**src/ipfc_pkg.sv**
```systemverilog
package ipfc_pkg;
	localparam int unsigned IPFC_XLEN = 32;
	localparam int unsigned IPFC_FIFO_DEPTH = 2;
	localparam int unsigned IPFC_CNT_W = 6;
	localparam logic [31:0] IPFC_RESET_PC = 32'h0000_0000;
	localparam logic [31:0] IPFC_NOP = 32'h0000_0013;
	localparam logic [31:0] IPFC_WORD_STEP = 32'h0000_0004;
	localparam logic [31:0] IPFC_HALF_STEP = 32'h0000_0002;
	localparam logic [1:0] IPFC_RVC_FULL = 2'h3;
	// Total execute cycles taken by multi-cycle work
	localparam logic [5:0] IPFC_CYC_MULH = 6'h05;
	localparam logic [5:0] IPFC_CYC_DIV_MIN = 6'h03;
	localparam logic [5:0] IPFC_CYC_DIV_MAX = 6'h23;
	localparam logic [5:0] IPFC_CYC_MISALIGN = 6'h02;
	localparam logic [5:0] IPFC_CYC_ELW = 6'h04;
	localparam logic [5:0] IPFC_CYC_CSR_SLOW = 6'h04;
	localparam logic [5:0] IPFC_CYC_ONE = 6'h01;
	// Instruction class from the decoder
	typedef enum logic [3:0] {
		IPFC_OP_ALU = 4'h0,
		IPFC_OP_MUL = 4'h1,
		IPFC_OP_MULH = 4'h2,
		IPFC_OP_DIV = 4'h3,
		IPFC_OP_LOAD = 4'h4,
		IPFC_OP_STORE = 4'h5,
		IPFC_OP_ELW = 4'h6,
		IPFC_OP_CSR = 4'h7,
		IPFC_OP_JUMP = 4'h8,
		IPFC_OP_JALR = 4'h9,
		IPFC_OP_BRANCH = 4'ha,
		IPFC_OP_FENCEI = 4'hb,
		IPFC_OP_FPU = 4'hc,
		IPFC_OP_FDIV = 4'hd
	} ipfc_op_e;
	typedef enum logic [1:0] {
		IPFC_FS_IDLE = 2'b00,
		IPFC_FS_RUN = 2'b01,
		IPFC_FS_WAIT = 2'b11
	} ipfc_fs_e;
endpackage

```
**src/ipfc_core.sv**
```systemverilog
`timescale 1ns/100ps
`default_nettype none
// How it works
// - Four stages fetch, decode, execute, writeback retire strictly in order.
// - Prefetch buffer holds two words, feeding one instruction per cycle.
// - Compressed halfword instructions are expanded to 32-bit form in fetch.
// - Jumps resolve in decode, flush fetch and request target same cycle.
// - Jump costs two cycles, three for misaligned 32-bit target.
// - Taken branch from execute flushes fetch and decode; not-taken costs one.
// - Execute results forward into decode operands with no stall.
// - Use of a load result right after the load stalls one cycle.
// - Register jump using previous result stalls one cycle.
// - Use right after FPU op stalls its latency; divide or sqrt longer.
// - FPU latency zero or above one owns execute port except listed cases.
// - FPU latency one writes via load port; load wins conflicts.
// - Plain multiply takes one cycle, upper-word multiply five.
// - Divide takes three to thirty-five cycles by divisor leading zeros.
// - Aligned access one cycle; misaligned two; event load four.
// - Slow control registers take four cycles, others one.
// - Instruction fence acts as jump to next instruction.
// - Non-FPU instructions issue past outstanding FPU op unless conflicting.
// - Word-aligned fetches go into a two-entry FIFO, may overrun code.
// - Request and address held stable until grant.
// - Fetch port is read-only.
// - Outstanding requests limited to FIFO depth, no identifiers.
// - Spanning instructions use two aligned fetches; address bit zero ignored.
module ipfc_core
	import ipfc_pkg::*;
#(
	parameter int unsigned DEPTH = IPFC_FIFO_DEPTH,
	parameter logic [5:0] FPU_LATENCY = 6'h00
) (
	input wire logic clk_i,
	input wire logic arst_n_i,
	output logic fetch_request_o,
	output logic [31:0] fetch_address_o,
	input wire logic fetch_grant_i,
	input wire logic fetch_response_valid_i,
	input wire logic [31:0] fetch_read_word_i,
	input wire ipfc_pkg::ipfc_op_e id_op_i,
	input wire logic [4:0] id_rs1_i,
	input wire logic [4:0] id_rs2_i,
	input wire logic [4:0] id_rd_i,
	input wire logic [31:0] id_target_i,
	input wire logic ex_branch_taken_i,
	input wire logic [31:0] ex_target_i,
	input wire logic [31:0] ex_divisor_i,
	input wire logic ex_misaligned_i,
	input wire logic ex_post_inc_i,
	input wire logic ex_csr_slow_i,
	input wire logic fpu_result_valid_i,
	input wire logic wb_load_valid_i,
	output logic [31:0] id_instr_o,
	output logic [31:0] id_pc_o,
	output logic id_valid_o,
	output logic ex_valid_o,
	output logic wb_valid_o,
	output logic ex_forward_o,
	output logic id_stall_o,
	output logic ex_busy_o,
	output logic fpu_wr_ex_port_o,
	output logic fpu_wr_wb_port_o,
	output logic fpu_result_held_o
);
	localparam int unsigned CW = $clog2(DEPTH+1);
	////////////////////////////////////////////////////////////
	// Fetch state
	ipfc_fs_e fs_q;
	logic [31:0] pc_q;
	logic [CW-1:0] outst_q;
	logic [CW-1:0] drop_q;
	logic [CW-1:0] outst_d;
	logic wait_gnt;
	logic [CW-1:0] fifo_cnt;
	logic [31:0] fifo_head;
	logic [31:0] fifo_next;
	logic [31:0] exp_instr;
	logic [15:0] half_sel;
	logic is_rvc;
	logic have_instr;
	logic take_instr;
	logic fifo_pop;
	logic push;
	logic flush;
	logic [31:0] flush_pc;
	logic [31:0] instr_raw;
	logic can_issue;
	logic jump_id;
	logic hazard;
	logic ex_hold;
	logic [5:0] ex_cnt_q;
	logic [5:0] fpu_cnt_q;
	logic [4:0] fpu_rd_q;
	ipfc_op_e ex_op_q;
	logic [4:0] ex_rd_q;

	function automatic logic [5:0] ipfc_lead_zero(input logic [31:0] v);
		ipfc_lead_zero = 6'h20;
		for (int i = 0; i < 32; i++) begin
			if (v[i]) ipfc_lead_zero = 6'(31 - i);
		end
	endfunction

	////////////////////////////////////////////////////////////
	// Prefetch buffer and fetch bus
	ipfc_fifo #(
		.DEPTH(DEPTH)
	) u_fifo (
		.clk_i(clk_i),
		.arst_n_i(arst_n_i),
		.flush_i(flush),
		.push_i(push),
		.push_data_i(fetch_read_word_i),
		.pop_i(fifo_pop),
		.head_o(fifo_head),
		.next_o(fifo_next),
		.count_o(fifo_cnt)
	);
	assign push = fetch_response_valid_i && (drop_q == '0) && !flush;
	assign can_issue = (CW'(fifo_cnt + outst_q) < CW'(DEPTH));
	assign outst_d = outst_q + CW'(fetch_request_o && fetch_grant_i) - CW'(fetch_response_valid_i);
	// Grant of a request left over from a flush
	assign wait_gnt = (fs_q == IPFC_FS_WAIT) && fetch_grant_i;
	always_ff @(posedge clk_i or negedge arst_n_i) begin
		if (!arst_n_i) begin
			outst_q <= '0;
		end else begin
			outst_q <= outst_d;
		end
	end
	// Responses still in flight at a flush are discarded
	always_ff @(posedge clk_i or negedge arst_n_i) begin
		if (!arst_n_i) begin
			drop_q <= '0;
		end else if (flush) begin
			drop_q <= outst_d;
		end else begin
			drop_q <= drop_q + CW'(wait_gnt) - CW'(fetch_response_valid_i && drop_q != '0);
		end
	end
	// Request held with stable address until grant; read-only port
	always_ff @(posedge clk_i or negedge arst_n_i) begin
		if (!arst_n_i) begin
			fs_q <= IPFC_FS_IDLE;
			fetch_request_o <= 1'b0;
			fetch_address_o <= IPFC_RESET_PC;
		end else begin
			case (fs_q)
				IPFC_FS_IDLE: begin
					fs_q <= IPFC_FS_RUN;
					fetch_request_o <= 1'b1;
				end
				IPFC_FS_RUN: begin
					if (flush && (!fetch_request_o || fetch_grant_i)) begin
						fetch_address_o <= {flush_pc[31:2], 2'h0};
						fetch_request_o <= (outst_d < CW'(DEPTH));
					end else if (flush) begin
						fs_q <= IPFC_FS_WAIT;
					end else if (!fetch_request_o || fetch_grant_i) begin
						if (fetch_request_o) fetch_address_o <= fetch_address_o + IPFC_WORD_STEP;
						fetch_request_o <= fetch_request_o ? (CW'(fifo_cnt + outst_q + 1'b1) < CW'(DEPTH))
							: can_issue;
					end
				end
				IPFC_FS_WAIT: begin
					if (fetch_grant_i) begin
						fs_q <= IPFC_FS_RUN;
						fetch_address_o <= flush ? {flush_pc[31:2], 2'h0} : {pc_q[31:2], 2'h0};
						fetch_request_o <= (outst_d < CW'(DEPTH));
					end
				end
				default: fs_q <= IPFC_FS_IDLE;
			endcase
		end
	end

	////////////////////////////////////////////////////////////
	// Aligner and expander
	assign half_sel = pc_q[1] ? fifo_head[31:16] : fifo_head[15:0];
	assign is_rvc = (half_sel[1:0] != IPFC_RVC_FULL);
	// Misaligned 32-bit instructions need both buffered words
	assign have_instr = (fs_q == IPFC_FS_RUN) && (fifo_cnt != '0) &&
		(is_rvc || !pc_q[1] || fifo_cnt > CW'(1));
	assign instr_raw = pc_q[1] ? {fifo_next[15:0], fifo_head[31:16]} : fifo_head;
	ipfc_rvc_expand u_rvc (
		.half_i(half_sel),
		.instr_o(exp_instr)
	);
	// Decode holds its instruction while stalled
	assign take_instr = have_instr && (!id_valid_o || !hazard) && !flush;
	assign fifo_pop = take_instr && (pc_q[1] || !is_rvc);
	always_ff @(posedge clk_i or negedge arst_n_i) begin
		if (!arst_n_i) begin
			pc_q <= IPFC_RESET_PC;
		end else if (flush) begin
			pc_q <= {flush_pc[31:1], 1'b0};
		end else if (take_instr) begin
			pc_q <= pc_q + (is_rvc ? IPFC_HALF_STEP : IPFC_WORD_STEP);
		end
	end

	////////////////////////////////////////////////////////////
	// Decode stage
	assign jump_id = id_valid_o && !hazard &&
		(id_op_i == IPFC_OP_JUMP || id_op_i == IPFC_OP_JALR || id_op_i == IPFC_OP_FENCEI);
	assign flush = (ex_valid_o && ex_branch_taken_i && ex_op_q == IPFC_OP_BRANCH) || jump_id;
	assign flush_pc = (ex_valid_o && ex_branch_taken_i && ex_op_q == IPFC_OP_BRANCH) ? ex_target_i
		: (id_op_i == IPFC_OP_FENCEI) ? id_pc_o + IPFC_WORD_STEP : id_target_i;
	// Hazard detection
	always_comb begin
		hazard = 1'b0;
		if (id_valid_o && ex_valid_o && ex_rd_q != 5'h00 &&
			(ex_rd_q == id_rs1_i || ex_rd_q == id_rs2_i)) begin
			if (ex_op_q == IPFC_OP_LOAD || ex_op_q == IPFC_OP_ELW) hazard = 1'b1;
			if (id_op_i == IPFC_OP_JALR && ex_rd_q == id_rs1_i) hazard = 1'b1;
		end
		if (id_valid_o && fpu_cnt_q != 6'h00 && fpu_rd_q != 5'h00 &&
			(fpu_rd_q == id_rs1_i || fpu_rd_q == id_rs2_i || fpu_rd_q == id_rd_i)) begin
			hazard = 1'b1;
		end
		if (ex_hold) hazard = 1'b1;
	end
	always_ff @(posedge clk_i or negedge arst_n_i) begin
		if (!arst_n_i) begin
			id_stall_o <= 1'b0;
		end else begin
			id_stall_o <= hazard;
		end
	end
	always_ff @(posedge clk_i or negedge arst_n_i) begin
		if (!arst_n_i) begin
			id_valid_o <= 1'b0;
			id_instr_o <= IPFC_NOP;
			id_pc_o <= IPFC_RESET_PC;
		end else if (flush) begin
			id_valid_o <= 1'b0;
		end else if (take_instr) begin
			id_valid_o <= 1'b1;
			id_instr_o <= is_rvc ? exp_instr : instr_raw;
			id_pc_o <= pc_q;
		end else if (!hazard) begin
			id_valid_o <= 1'b0;
		end
	end

	////////////////////////////////////////////////////////////
	// Execute stage with multi-cycle occupancy
	assign ex_hold = ex_valid_o && ex_cnt_q > IPFC_CYC_ONE;
	always_ff @(posedge clk_i or negedge arst_n_i) begin
		if (!arst_n_i) begin
			ex_valid_o <= 1'b0;
			ex_op_q <= IPFC_OP_ALU;
			ex_rd_q <= 5'h00;
			ex_cnt_q <= 6'h00;
		end else if (ex_hold) begin
			ex_cnt_q <= ex_cnt_q - IPFC_CYC_ONE;
		end else if (id_valid_o && !hazard && !flush) begin
			ex_valid_o <= 1'b1;
			ex_op_q <= id_op_i;
			ex_rd_q <= id_rd_i;
			case (id_op_i)
				IPFC_OP_MULH: ex_cnt_q <= IPFC_CYC_MULH;
				IPFC_OP_DIV: ex_cnt_q <= IPFC_CYC_DIV_MIN + ipfc_lead_zero(ex_divisor_i);
				IPFC_OP_LOAD, IPFC_OP_STORE: ex_cnt_q <= ex_misaligned_i ? IPFC_CYC_MISALIGN : IPFC_CYC_ONE;
				IPFC_OP_ELW: ex_cnt_q <= IPFC_CYC_ELW;
				IPFC_OP_CSR: ex_cnt_q <= ex_csr_slow_i ? IPFC_CYC_CSR_SLOW : IPFC_CYC_ONE;
				default: ex_cnt_q <= IPFC_CYC_ONE;
			endcase
		end else begin
			ex_valid_o <= 1'b0;
			ex_cnt_q <= 6'h00;
		end
	end
	always_ff @(posedge clk_i or negedge arst_n_i) begin
		if (!arst_n_i) begin
			ex_busy_o <= 1'b0;
			ex_forward_o <= 1'b0;
		end else begin
			ex_busy_o <= ex_hold;
			ex_forward_o <= ex_valid_o && !ex_hold && ex_rd_q != 5'h00 &&
				ex_op_q inside {IPFC_OP_ALU, IPFC_OP_MUL, IPFC_OP_MULH, IPFC_OP_DIV};
		end
	end
	// Writeback follows execute in order
	always_ff @(posedge clk_i or negedge arst_n_i) begin
		if (!arst_n_i) begin
			wb_valid_o <= 1'b0;
		end else begin
			wb_valid_o <= ex_valid_o && !ex_hold;
		end
	end

	////////////////////////////////////////////////////////////
	// FPU scoreboard and write port arbitration
	always_ff @(posedge clk_i or negedge arst_n_i) begin
		if (!arst_n_i) begin
			fpu_cnt_q <= 6'h00;
			fpu_rd_q <= 5'h00;
		end else if (id_valid_o && !hazard && !flush &&
			(id_op_i == IPFC_OP_FPU || id_op_i == IPFC_OP_FDIV)) begin
			fpu_cnt_q <= (id_op_i == IPFC_OP_FDIV) ? IPFC_CYC_DIV_MAX : FPU_LATENCY;
			fpu_rd_q <= id_rd_i;
		end else if (fpu_result_valid_i) begin
			fpu_cnt_q <= 6'h00;
		end else if (fpu_cnt_q != 6'h00) begin
			fpu_cnt_q <= fpu_cnt_q - IPFC_CYC_ONE;
		end
	end
	always_ff @(posedge clk_i or negedge arst_n_i) begin
		if (!arst_n_i) begin
			fpu_wr_ex_port_o <= 1'b0;
			fpu_wr_wb_port_o <= 1'b0;
			fpu_result_held_o <= 1'b0;
		end else if (FPU_LATENCY == IPFC_CYC_ONE) begin
			fpu_wr_ex_port_o <= 1'b0;
			fpu_wr_wb_port_o <= (fpu_result_valid_i || fpu_result_held_o) && !wb_load_valid_i;
			fpu_result_held_o <= (fpu_result_valid_i || fpu_result_held_o) && wb_load_valid_i;
		end else begin
			fpu_wr_wb_port_o <= 1'b0;
			if ((fpu_result_valid_i || fpu_result_held_o) && ex_valid_o &&
				(ex_op_q == IPFC_OP_MULH || ex_misaligned_i || ex_post_inc_i)) begin
				fpu_wr_ex_port_o <= 1'b0;
				fpu_result_held_o <= 1'b1;
			end else begin
				fpu_wr_ex_port_o <= fpu_result_valid_i || fpu_result_held_o;
				fpu_result_held_o <= 1'b0;
			end
		end
	end
endmodule
`default_nettype wire

```
**src/ipfc_rvc_expand.sv**
```systemverilog
`timescale 1ns/100ps
`default_nettype none
module ipfc_rvc_expand
	import ipfc_pkg::*;
(
	input wire logic [15:0] half_i,
	output logic [31:0] instr_o
);
	always_comb begin
		instr_o = IPFC_NOP;
		case ({half_i[15:13], half_i[1:0]})
			5'h00: instr_o = {2'h0, half_i[10:7], half_i[12:11], half_i[5], half_i[6], 2'h0, 5'h02, 3'h0,
				2'h1, half_i[4:2], 7'h13};
			5'h01: instr_o = {{7{half_i[12]}}, half_i[6:2], half_i[11:7], 3'h0, half_i[11:7], 7'h13};
			5'h08: instr_o = {5'h00, half_i[5], half_i[12:10], half_i[6], 2'h0, 2'h1, half_i[9:7], 3'h2,
				2'h1, half_i[4:2], 7'h03};
			5'h09: instr_o = {{7{half_i[12]}}, half_i[6:2], 5'h00, 3'h0, half_i[11:7], 7'h13};
			5'h18: instr_o = {5'h00, half_i[5], half_i[12], 2'h1, half_i[4:2], 2'h1, half_i[9:7], 3'h2,
				half_i[11:10], half_i[6], 2'h0, 7'h23};
			5'h12: instr_o = half_i[12] ? {7'h00, half_i[6:2], half_i[11:7], 3'h0, half_i[11:7], 7'h33}
				: {7'h00, half_i[6:2], 5'h00, 3'h0, half_i[11:7], 7'h33};
			default: instr_o = IPFC_NOP;
		endcase
	end
endmodule
`default_nettype wire

```
**src/ipfc_fifo.sv**
```systemverilog
`timescale 1ns/100ps
`default_nettype none
module ipfc_fifo
	import ipfc_pkg::*;
#(
	parameter int unsigned DEPTH = IPFC_FIFO_DEPTH
) (
	input wire logic clk_i,
	input wire logic arst_n_i,
	input wire logic flush_i,
	input wire logic push_i,
	input wire logic [31:0] push_data_i,
	input wire logic pop_i,
	output logic [31:0] head_o,
	output logic [31:0] next_o,
	output logic [$clog2(DEPTH+1)-1:0] count_o
);
	localparam int unsigned AW = (DEPTH > 1) ? $clog2(DEPTH) : 1;
	logic [31:0] mem_q [DEPTH];
	logic [AW-1:0] rd_q;
	logic [AW-1:0] wr_q;
	function automatic logic [AW-1:0] ipfc_inc(input logic [AW-1:0] p);
		ipfc_inc = (p == AW'(DEPTH-1)) ? '0 : p + 1'b1;
	endfunction
	assign head_o = mem_q[rd_q];
	assign next_o = mem_q[ipfc_inc(rd_q)];
	// Storage only; no reset needed
	always_ff @(posedge clk_i) begin
		if (push_i) begin
			mem_q[wr_q] <= push_data_i;
		end
	end
	always_ff @(posedge clk_i or negedge arst_n_i) begin
		if (!arst_n_i) begin
			rd_q <= '0;
			wr_q <= '0;
			count_o <= '0;
		end else if (flush_i) begin
			rd_q <= '0;
			wr_q <= '0;
			count_o <= '0;
		end else begin
			if (push_i) wr_q <= ipfc_inc(wr_q);
			if (pop_i) rd_q <= ipfc_inc(rd_q);
			count_o <= count_o + (push_i ? 1'b1 : 1'b0) - (pop_i ? 1'b1 : 1'b0);
		end
	end
endmodule
`default_nettype wire

```
**config.mk**
```make
export PLATFORM = sky130hd
export DESIGN_NAME = ipfc_core
export DESIGN_NICKNAME = d
export VERILOG_FILES = /design/src/ipfc_pkg.sv /design/src/ipfc_core.sv /design/src/ipfc_rvc_expand.sv /design/src/ipfc_fifo.sv
export SDC_FILE = /design/constraint.sdc
export NUM_CORES = 1
export LEC_CHECK = 0
export ABC_AREA = 1
export BUFFER_PORTS_ARGS = -buffer_cell sky130_fd_sc_hd__buf_2
export CORE_ASPECT_RATIO = 0.6
export CORE_MARGIN = 3
export CORE_UTILIZATION = 61
export DETAILED_ROUTE_END_ITERATION = 8
export HOLD_SLACK_MARGIN = 0.02
export PLACE_DENSITY = 0.87
export SLEW_MARGIN = 20
export SYNTH_ARGS = -nofsm -noshare
export SYNTH_HDL_FRONTEND = slang
export SYNTH_SLANG_ARGS = --single-unit
```
**constraint.sdc**
```tcl
create_clock -name clk_i -period 8.36 [get_ports clk_i]
set_input_delay 1.672 -clock clk_i [delete_from_list [all_inputs] [get_ports clk_i]]
set_output_delay 1.672 -clock clk_i [all_outputs]
set_load 0.03 [all_outputs]
```
## After elaboration in Yosys (flattened, before gate mapping)

Memories as Yosys holds them, arrays and structs flattened.
Cells that the tools add are included.

| word-level totals | value |
|---|---|
| register bits after elaboration | 173 |
| memories kept | 1 |
| output and inout bits | 106 |
| memory bits (writable) | 64 |

Memory list:

| name | depth | bits a word | read ports | clocked after Yosys merged registers in | write ports | RTL line | source |
|---|---|---|---|---|---|---|---|
| u_fifo.mem_q | 2 | 32 | 2 | 0 | 1 | ipfc_fifo.sv:19 | `logic [31:0] mem_q [DEPTH];` |

| cells by class | value |
|---|---|
| add/subtract/negate cells | 16 |
| eq/ne operators | 37 |
| mux-type cells | 94 |
| order comparisons | 5 |
| bitwise operators | 2 |
| reductions and logical operators | 75 |

Operators with widths:

| cell | count |
|---|---|
| 2-to-1 mux 32 bit | 12 |
| 2-to-1 mux 6 bit | 41 |
| one-hot mux 32 bit (6 select lines) | 1 |
| adder 32 x 3 -> 32 bit (second input constant) | 2 |
| one-hot mux 32 bit (2 select lines) | 1 |
| adder 32 x 3 -> 32 bit | 1 |
| logical AND 1 bit | 30 |
| one-hot mux 6 bit (5 select lines) | 1 |
| 2-to-1 mux 1 bit | 26 |
| == test 5 bit | 5 |
| == test 4 x 3 -> 1 bit (second input constant) | 6 |
| == test 4 bit (second input constant) | 6 |
| 2-to-1 mux 20 bit | 1 |
| == test 4 x 2 -> 1 bit (second input constant) | 4 |
| logical OR 1 bit | 16 |
| 2-to-1 mux 16 bit | 1 |
| 2-to-1 mux 2 bit | 6 |
| != test 3 bit (second input constant) | 4 |
| nonzero test 2 bit | 6 |
| subtractor 6 x 1 -> 6 bit (second input constant) | 2 |
| == test 5 x 4 -> 1 bit (second input constant) | 2 |
| == test 5 bit (second input constant) | 2 |
| nonzero test 5 bit | 2 |
| != test 2 bit (second input constant) | 4 |
| other kinds (30) | 47 |

## Logic depth before layout (Yosys ltp)

| logic depth | value |
|---|---|
| word-level depth | 39 |
| depth in mapped cells | 38 |
| mapped depth without buffers | 38 |

## Cells and area by module

A second synthesis with hierarchy kept.

| second synthesis, totals | value |
|---|---|
| cell total of the unflattened synthesis | 1985 |
| area, all modules | 14934.3 sq um |

Modules (own cells, without submodules):

| module | cells each | sequential area each (sq um) | area an instance (sq um) | instances |
|---|---|---|---|---|
| ipfc_core | 1599 | 4132.7 | 11434.7 | 1 |
| ipfc_fifo | 265 | 2021.9 | 2900.3 | 1 |
| ipfc_rvc_expand | 121 | 0.0 | 599.3 | 1 |

## Worst setup path before layout

OpenSTA, ideal clock, no wires.

| timing path | value |
|---|---|
| path type | input to register |
| from | input id_rs2_i[1] |
| to | memory u_fifo.mem_q[0][0], enable pin |
| arrival time | 4.665 ns |
| stages | 12 |
| library setup time | 0.421 ns |
| path slack | 3.274 ns |
| path through | xor2_1 -> or4_1 -> a21oi_1 -> nand4_1 -> nand4_2 -> inv_1 -> nand3b_2 -> nand2_4 -> clkbuf_1 -> nor2_1 -> inv_1 -> nor2_1 |

| on the way | value |
|---|---|
| word-level cells in the longest chain between the ends | 14 |

RTL lines:

| item | RTL line | source |
|---|---|---|
| start, declared | ipfc_core.sv:42 | `input wire logic [4:0] id_rs2_i,` |
| == test 5 bit, on equally long branches | ipfc_core.sv:213, ipfc_core.sv:218 |  |
| logical OR 1 bit, on equally long branches | ipfc_core.sv:213, ipfc_core.sv:218 |  |
| logical AND 1 bit / logical OR 1 bit (equally long branches) | ipfc_core.sv:212, ipfc_core.sv:218 |  |
| 2-to-1 mux 1 bit / logical AND 1 bit (equally long branches) | ipfc_core.sv:212, ipfc_core.sv:217 |  |
| 2-to-1 mux 1 bit * | ipfc_core.sv:217 | `if (id_valid_o && fpu_cnt_q != 6'h00 && fpu_rd_q != 5'h00 &&` |
| 2-to-1 mux 1 bit * | ipfc_core.sv:221 | `if (ex_hold) hazard = 1'b1;` |
| zero test 1 bit * | ipfc_core.sv:204 | `assign jump_id = id_valid_o && !hazard &&` |
| logical AND 1 bit * (2 in a row) | ipfc_core.sv:204 |  |
| logical OR 1 bit * | ipfc_core.sv:206 | `assign flush = (ex_valid_o && ex_branch_taken_i && ex_op_q == IPFC_OP_BRANCH) \|\| jump_id;` |
| zero test 1 bit * | ipfc_core.sv:119 | `assign push = fetch_response_valid_i && (drop_q == '0) && !flush;` |
| logical AND 1 bit * | ipfc_core.sv:119 |  |
| 2-to-1 mux 1 bit * | ipfc_fifo.sv:29 | `if (push_i) begin` |
| 2-to-1 mux 1 bit (not written as such) * | ipfc_fifo.sv:30 | `mem_q[wr_q] <= push_data_i;` |
| end, declared | ipfc_fifo.sv:19 |  |

Every way passes the cells marked *; elsewhere a longest branch is shown, timed or not.

## Worst setup path after layout

| timing path | value |
|---|---|
| from | register u_fifo.rd_q |
| to | register pc_q[25] |

| on the way | value |
|---|---|
| word-level cells in the longest chain between the ends | 9 |

RTL lines:

| item | RTL line | source |
|---|---|---|
| start, declared | ipfc_fifo.sv:20 | `logic [AW-1:0] rd_q;` |
| start signal, assigned | ipfc_fifo.sv:44 | `if (pop_i) rd_q <= ipfc_inc(rd_q);` |
| memory (2 x 32 bit) * | - |  |
| 2-to-1 mux 16 bit * | ipfc_core.sv:179 | `assign half_sel = pc_q[1] ? fifo_head[31:16] : fifo_head[15:0];` |
| != test 2 bit * | ipfc_core.sv:180 | `assign is_rvc = (half_sel[1:0] != IPFC_RVC_FULL);` |
| branches (longest 6 deep; another with adder 32 x 3 -> 32 bit) | - |  |
| end signal, assigned | ipfc_core.sv:196 | `pc_q <= {flush_pc[31:1], 1'b0};` |
| end signal, assigned | ipfc_core.sv:198 | `pc_q <= pc_q + (is_rvc ? IPFC_HALF_STEP : IPFC_WORD_STEP);` |
| end, declared | ipfc_core.sv:69 | `logic [31:0] pc_q;` |

Every way passes the cells marked *. The select of a mux whose other input is x is not followed.
A chain may end at the register's enable or synchronous reset.

==> impl_metrics.tcl <==
set metrics [dict create \
    drtIter0Drc 1657 \
    p_int_mw 2.680 \
    fin_worst_skew_ns 0.01508 \
    finalSetupViolations 0 \
    fmax_mhz 165.1 \
    slew_violations 0 \
    hold_viol_final 0 \
    max-cap-violations 0 \
    antenna_cells 0 \
    cts.path.max_buffers 3 \
    worst_pin_slew_ns 1.064 \
    routed_wl_um 42120 \
    die_h_um 123.2 \
    combinationalPowerShare_pct 42.6 \
    crit_family "simple AND/OR/NAND/NOR gates" \
    async_flop_share_pct 72.53 \
    whs_ns 0.4850 \
    cts-buffers-inserted 22 \
    synth_cell_types 59 \
    p_sw_mw 2.144 \
    post-route-period-util_pct 72.44 \
    leakagePower_nw 7.423 \
    seqPwrFrac_pct 36.7 \
    post_route_cells_drive_above_1_share_pct 18.07 \
    cts_max_level 1 \
    path_class "flip-flop to flip-flop" \
    syn2layout_area_growth_pct 15.75 \
    outcome "finished, final reports clean" \
    finalWorstPathRequiredPeriod_ns 6.056 \
    synth_edf_count 64 \
    cp-end-kind "flip-flop" \
    cts_sinks 233 \
    core_area_sq_um 22280 \
    path_cells "buf_4 > inv_1 > nand2_1 > o211ai_1 > o21ai_0 > inv_1 > nor2_2 > clkinv_1 > fa_1 > nor3_1 > inv_1 > nor2_1 > inv_1 > nor3_1 > nand2_1 > nor2_1 > inv_1 > nor3_1 > inv_1 > nor2_1 > nand3_1 > xor2_1 > nand2_1 > o211ai_1" \
    synthCells 1769 \
    ys_top_cells_by_area "dfrtp_1 30%, edfxtp_1 14%, nand2_1 11%" \
    cp-start-kind "flip-flop" \
    rsz0062_at_grt "no" \
    cts_setup_buffers 0 \
    drc_errors 0 \
    dr.pass1.iters 8 \
    power_density_nw_per_um2 298.2 \
    final_util_pct 72.59 \
    num_rows 42 \
    hold_path.class "flip-flop to flip-flop" \
    synth_warnings 0 \
    grt_max_degree 102 \
    synth-seq-cells 233 \
    clk_latency_ns 0.51 \
    synth_top_area_share_pct 29.73 \
    yosysSeqAreaShare_pct 44.05 \
    cpMostUsedCell "inv_1" \
    slowest_delay_ns 0.65 \
    synth_area_leader_cell "dfrtp_1" \
    fin_cells 2311 \
    switching_share_pct 44.45 \
    cts_tree "yes" \
    vias 13840 \
    placed_cells 2272 \
    portBuffers 255 \
    grt_pass1_vias 12780 \
    synthFlopType "dfrtp_1" \
    track_usage_pct 32.98 \
    place_hpwl_um 30330 \
    fp.dieW_um 201.4 \
    path_clk_slew_ns 0.06 \
    io_pins 263 \
    cp_num_buf_inv 8 \
    wire_per_inst_um 18.22 \
    nFillCells 1773 \
    post_cts_resized 0 \
    p_clk_share_pct 20.7 \
    slew_headroom_pct 28.97 \
    viasPerCell 5.990 \
    syn_area_per_cell_sq_um 7.898 \
    required_ns 8.71 \
    crit_slowest_cell "inv_1" \
    gp_congestion 0.9587 \
    die_area_sq_um 24820 \
    nets 2162 \
    hold_buffers 0 \
    antenna_found_initial 0 \
    syn-cell-area_sq_um 13970 \
    grt_pass1_wl_um 65860 \
    postRouteAntennaNets 0 \
    cp.arrival_ns 6.41 \
    grt_overflow 0 \
    cp_max_fo 50 \
    irDropWorstVdd_mv 0.3251 \
    final.setup.tns_ns 0 \
    cts-root-buf "clkbuf_16" \
    start_util_pct 62.71 \
]
Yosys cell counts, types with 4 or more instances:
cell type / count
o311ai_0: 5
a21oi_1: 44
nand2_1: 403
inv_1: 201
a22oi_1: 9
a221oi_1: 4
buf_4: 4
o22ai_1: 17
dfrtp_1: 166
ha_1: 16
o211ai_1: 45
o31ai_1: 6
o21ai_0: 191
o221ai_1: 14
nor3_2: 9
a31oi_1: 23
a41oi_1: 7
buf_2: 11
a211oi_1: 10
clkbuf_1: 58
nor4_1: 12
inv_2: 7
or2_2: 12
o21ai_1: 11
xor2_1: 63
nand3_2: 4
nor3_1: 35
edfxtp_1: 64
nor2_1: 137
nand4_1: 21
mux2i_1: 16
nand3_1: 77
nor2_2: 5
buf_1: 5
xnor2_1: 21
metrics by stage:
step / instance area (sq um) / setup WS (ns) / total power, mW
final: 16170 / 2.304 / 4.823
after global routing: 16170 / 1.787 / 5.101
after CTS: 16170 / 2.505 / 4.797
after detailed placement: 15460 / 2.518 / 3.785
after global placement: 15460 / 2.686 / 3.705
after floorplan: 13980 / 3.274 / 3.142
routing by layer:
layer | wire (um) | GRT usage, % | up-vias | part of all wire, %
met4 | 1025 | 8.751 | 0 | 2.4
li1 | - | - | 6398 | -
met2 | 18180 | 50.11 | 801 | 43
met5 | 0 | 0 | - | 0
met1 | 18210 | 48.81 | 6562 | 43
met3 | 4701 | 6.761 | 81 | 11
worst reg2reg max path: stages (launching register included):
cell and delay (ns):
dfrtp_2 0.34, buf_4 0.49, inv_1 0.66, nand2_1 0.23, o211ai_1 0.10, o21ai_0 0.16, inv_1 0.13, nor2_2 0.13
clkinv_1 0.41, fa_1 0.62, nor3_1 0.35, inv_1 0.07, nor2_1 0.16, inv_1 0.07, nor3_1 0.50, nand2_1 0.21
nor2_1 0.21, inv_1 0.09, nor3_1 0.23, inv_1 0.16, nor2_1 0.17, nand3_1 0.10, xor2_1 0.15, nand2_1 0.07
o211ai_1 0.10
placed cells by master, fill, tap and decap left out, drive strengths merged, types with 24 or more instances in the layout:
cell | Yosys | routed
a21oi | 44 | 44
buf | 20 | 270
clkbuf | 58 | 33
dfrtp | 166 | 166
edfxtp | 64 | 64
inv | 208 | 208
nand2 | 406 | 406
nand3 | 81 | 81
nand4 | 24 | 24
nor2 | 143 | 143
nor3 | 44 | 44
o211ai | 45 | 45
o21ai | 202 | 202
xor2 | 63 | 63
logic make-up (layout without fill, tap and decap cells):
family / count (synthesis) / after routing / synth area share [%]
flops: 233 / 233 / 44.05
mux: 16 / 16 / 1.146
buf+inv: 289 / 520 / 7.970
other cells: 1 / 4 / 0.02684
xor+xnor: 84 / 84 / 5.266
fa+ha+maj: 17 / 17 / 1.576
simple gates: 735 / 735 / 23.21
compound gates: 394 / 394 / 16.75
registers in the layout (all words and copies together) (netlist names), 2 cells and up:
signal and flops:
ex_op_q 4, pc_q 31, u_fifo.mem_q 64, outst_q 2
id_instr_o 32, drop_q 2, fpu_rd_q 5, ex_cnt_q 6
id_pc_o 31, ex_rd_q 5, fpu_cnt_q 6, fetch_address_o 30
u_fifo.count_o 2, fs_q 2
final timing paths:
| path | startpoint | to | slack (ns) | cells past startpoint |
|---|---|---|---|---|
| setup / recovery | u_fifo.rd_q | pc_q[25] | 2.30 | 24 |
| hold / removal | id_instr_o[12] | id_instr_o[12] | 0.48 | 2 |
| setup reg to reg | u_fifo.rd_q | pc_q[25] | 2.30 | 24 |
| hold reg to reg | id_instr_o[12] | id_instr_o[12] | 0.48 | 2 |
| max in group asynchronous | arst_n_i | pc_q[19] | 5.54 | 2 |
| min in group asynchronous | arst_n_i | fetch_address_o[12] | 1.27 | 1 |
area by class of cell:
type,instances,area [sq um],area share [%]
clock buffer,33,683.2,4.224
clock inverter,6,28.78,0.1779
inverter,211,792.0,4.897
multi-input combinational,1250,6733,41.63
sequential,233,6156,38.06
tap,308,385.4,2.383
timing repair buffer,270,1395,8.626
power by group through the flow:
stage	clock network, mW	registers, mW	logic, mW
CTS	1.01	1.76	2.03
detailed placement	0	1.77	2.01
global route	1.05	1.81	2.25
global placement	0	1.76	1.94
floorplan	0	2.04	1.10
finish	0.997	1.77	2.05
Power figures use the tool's default switching activity.
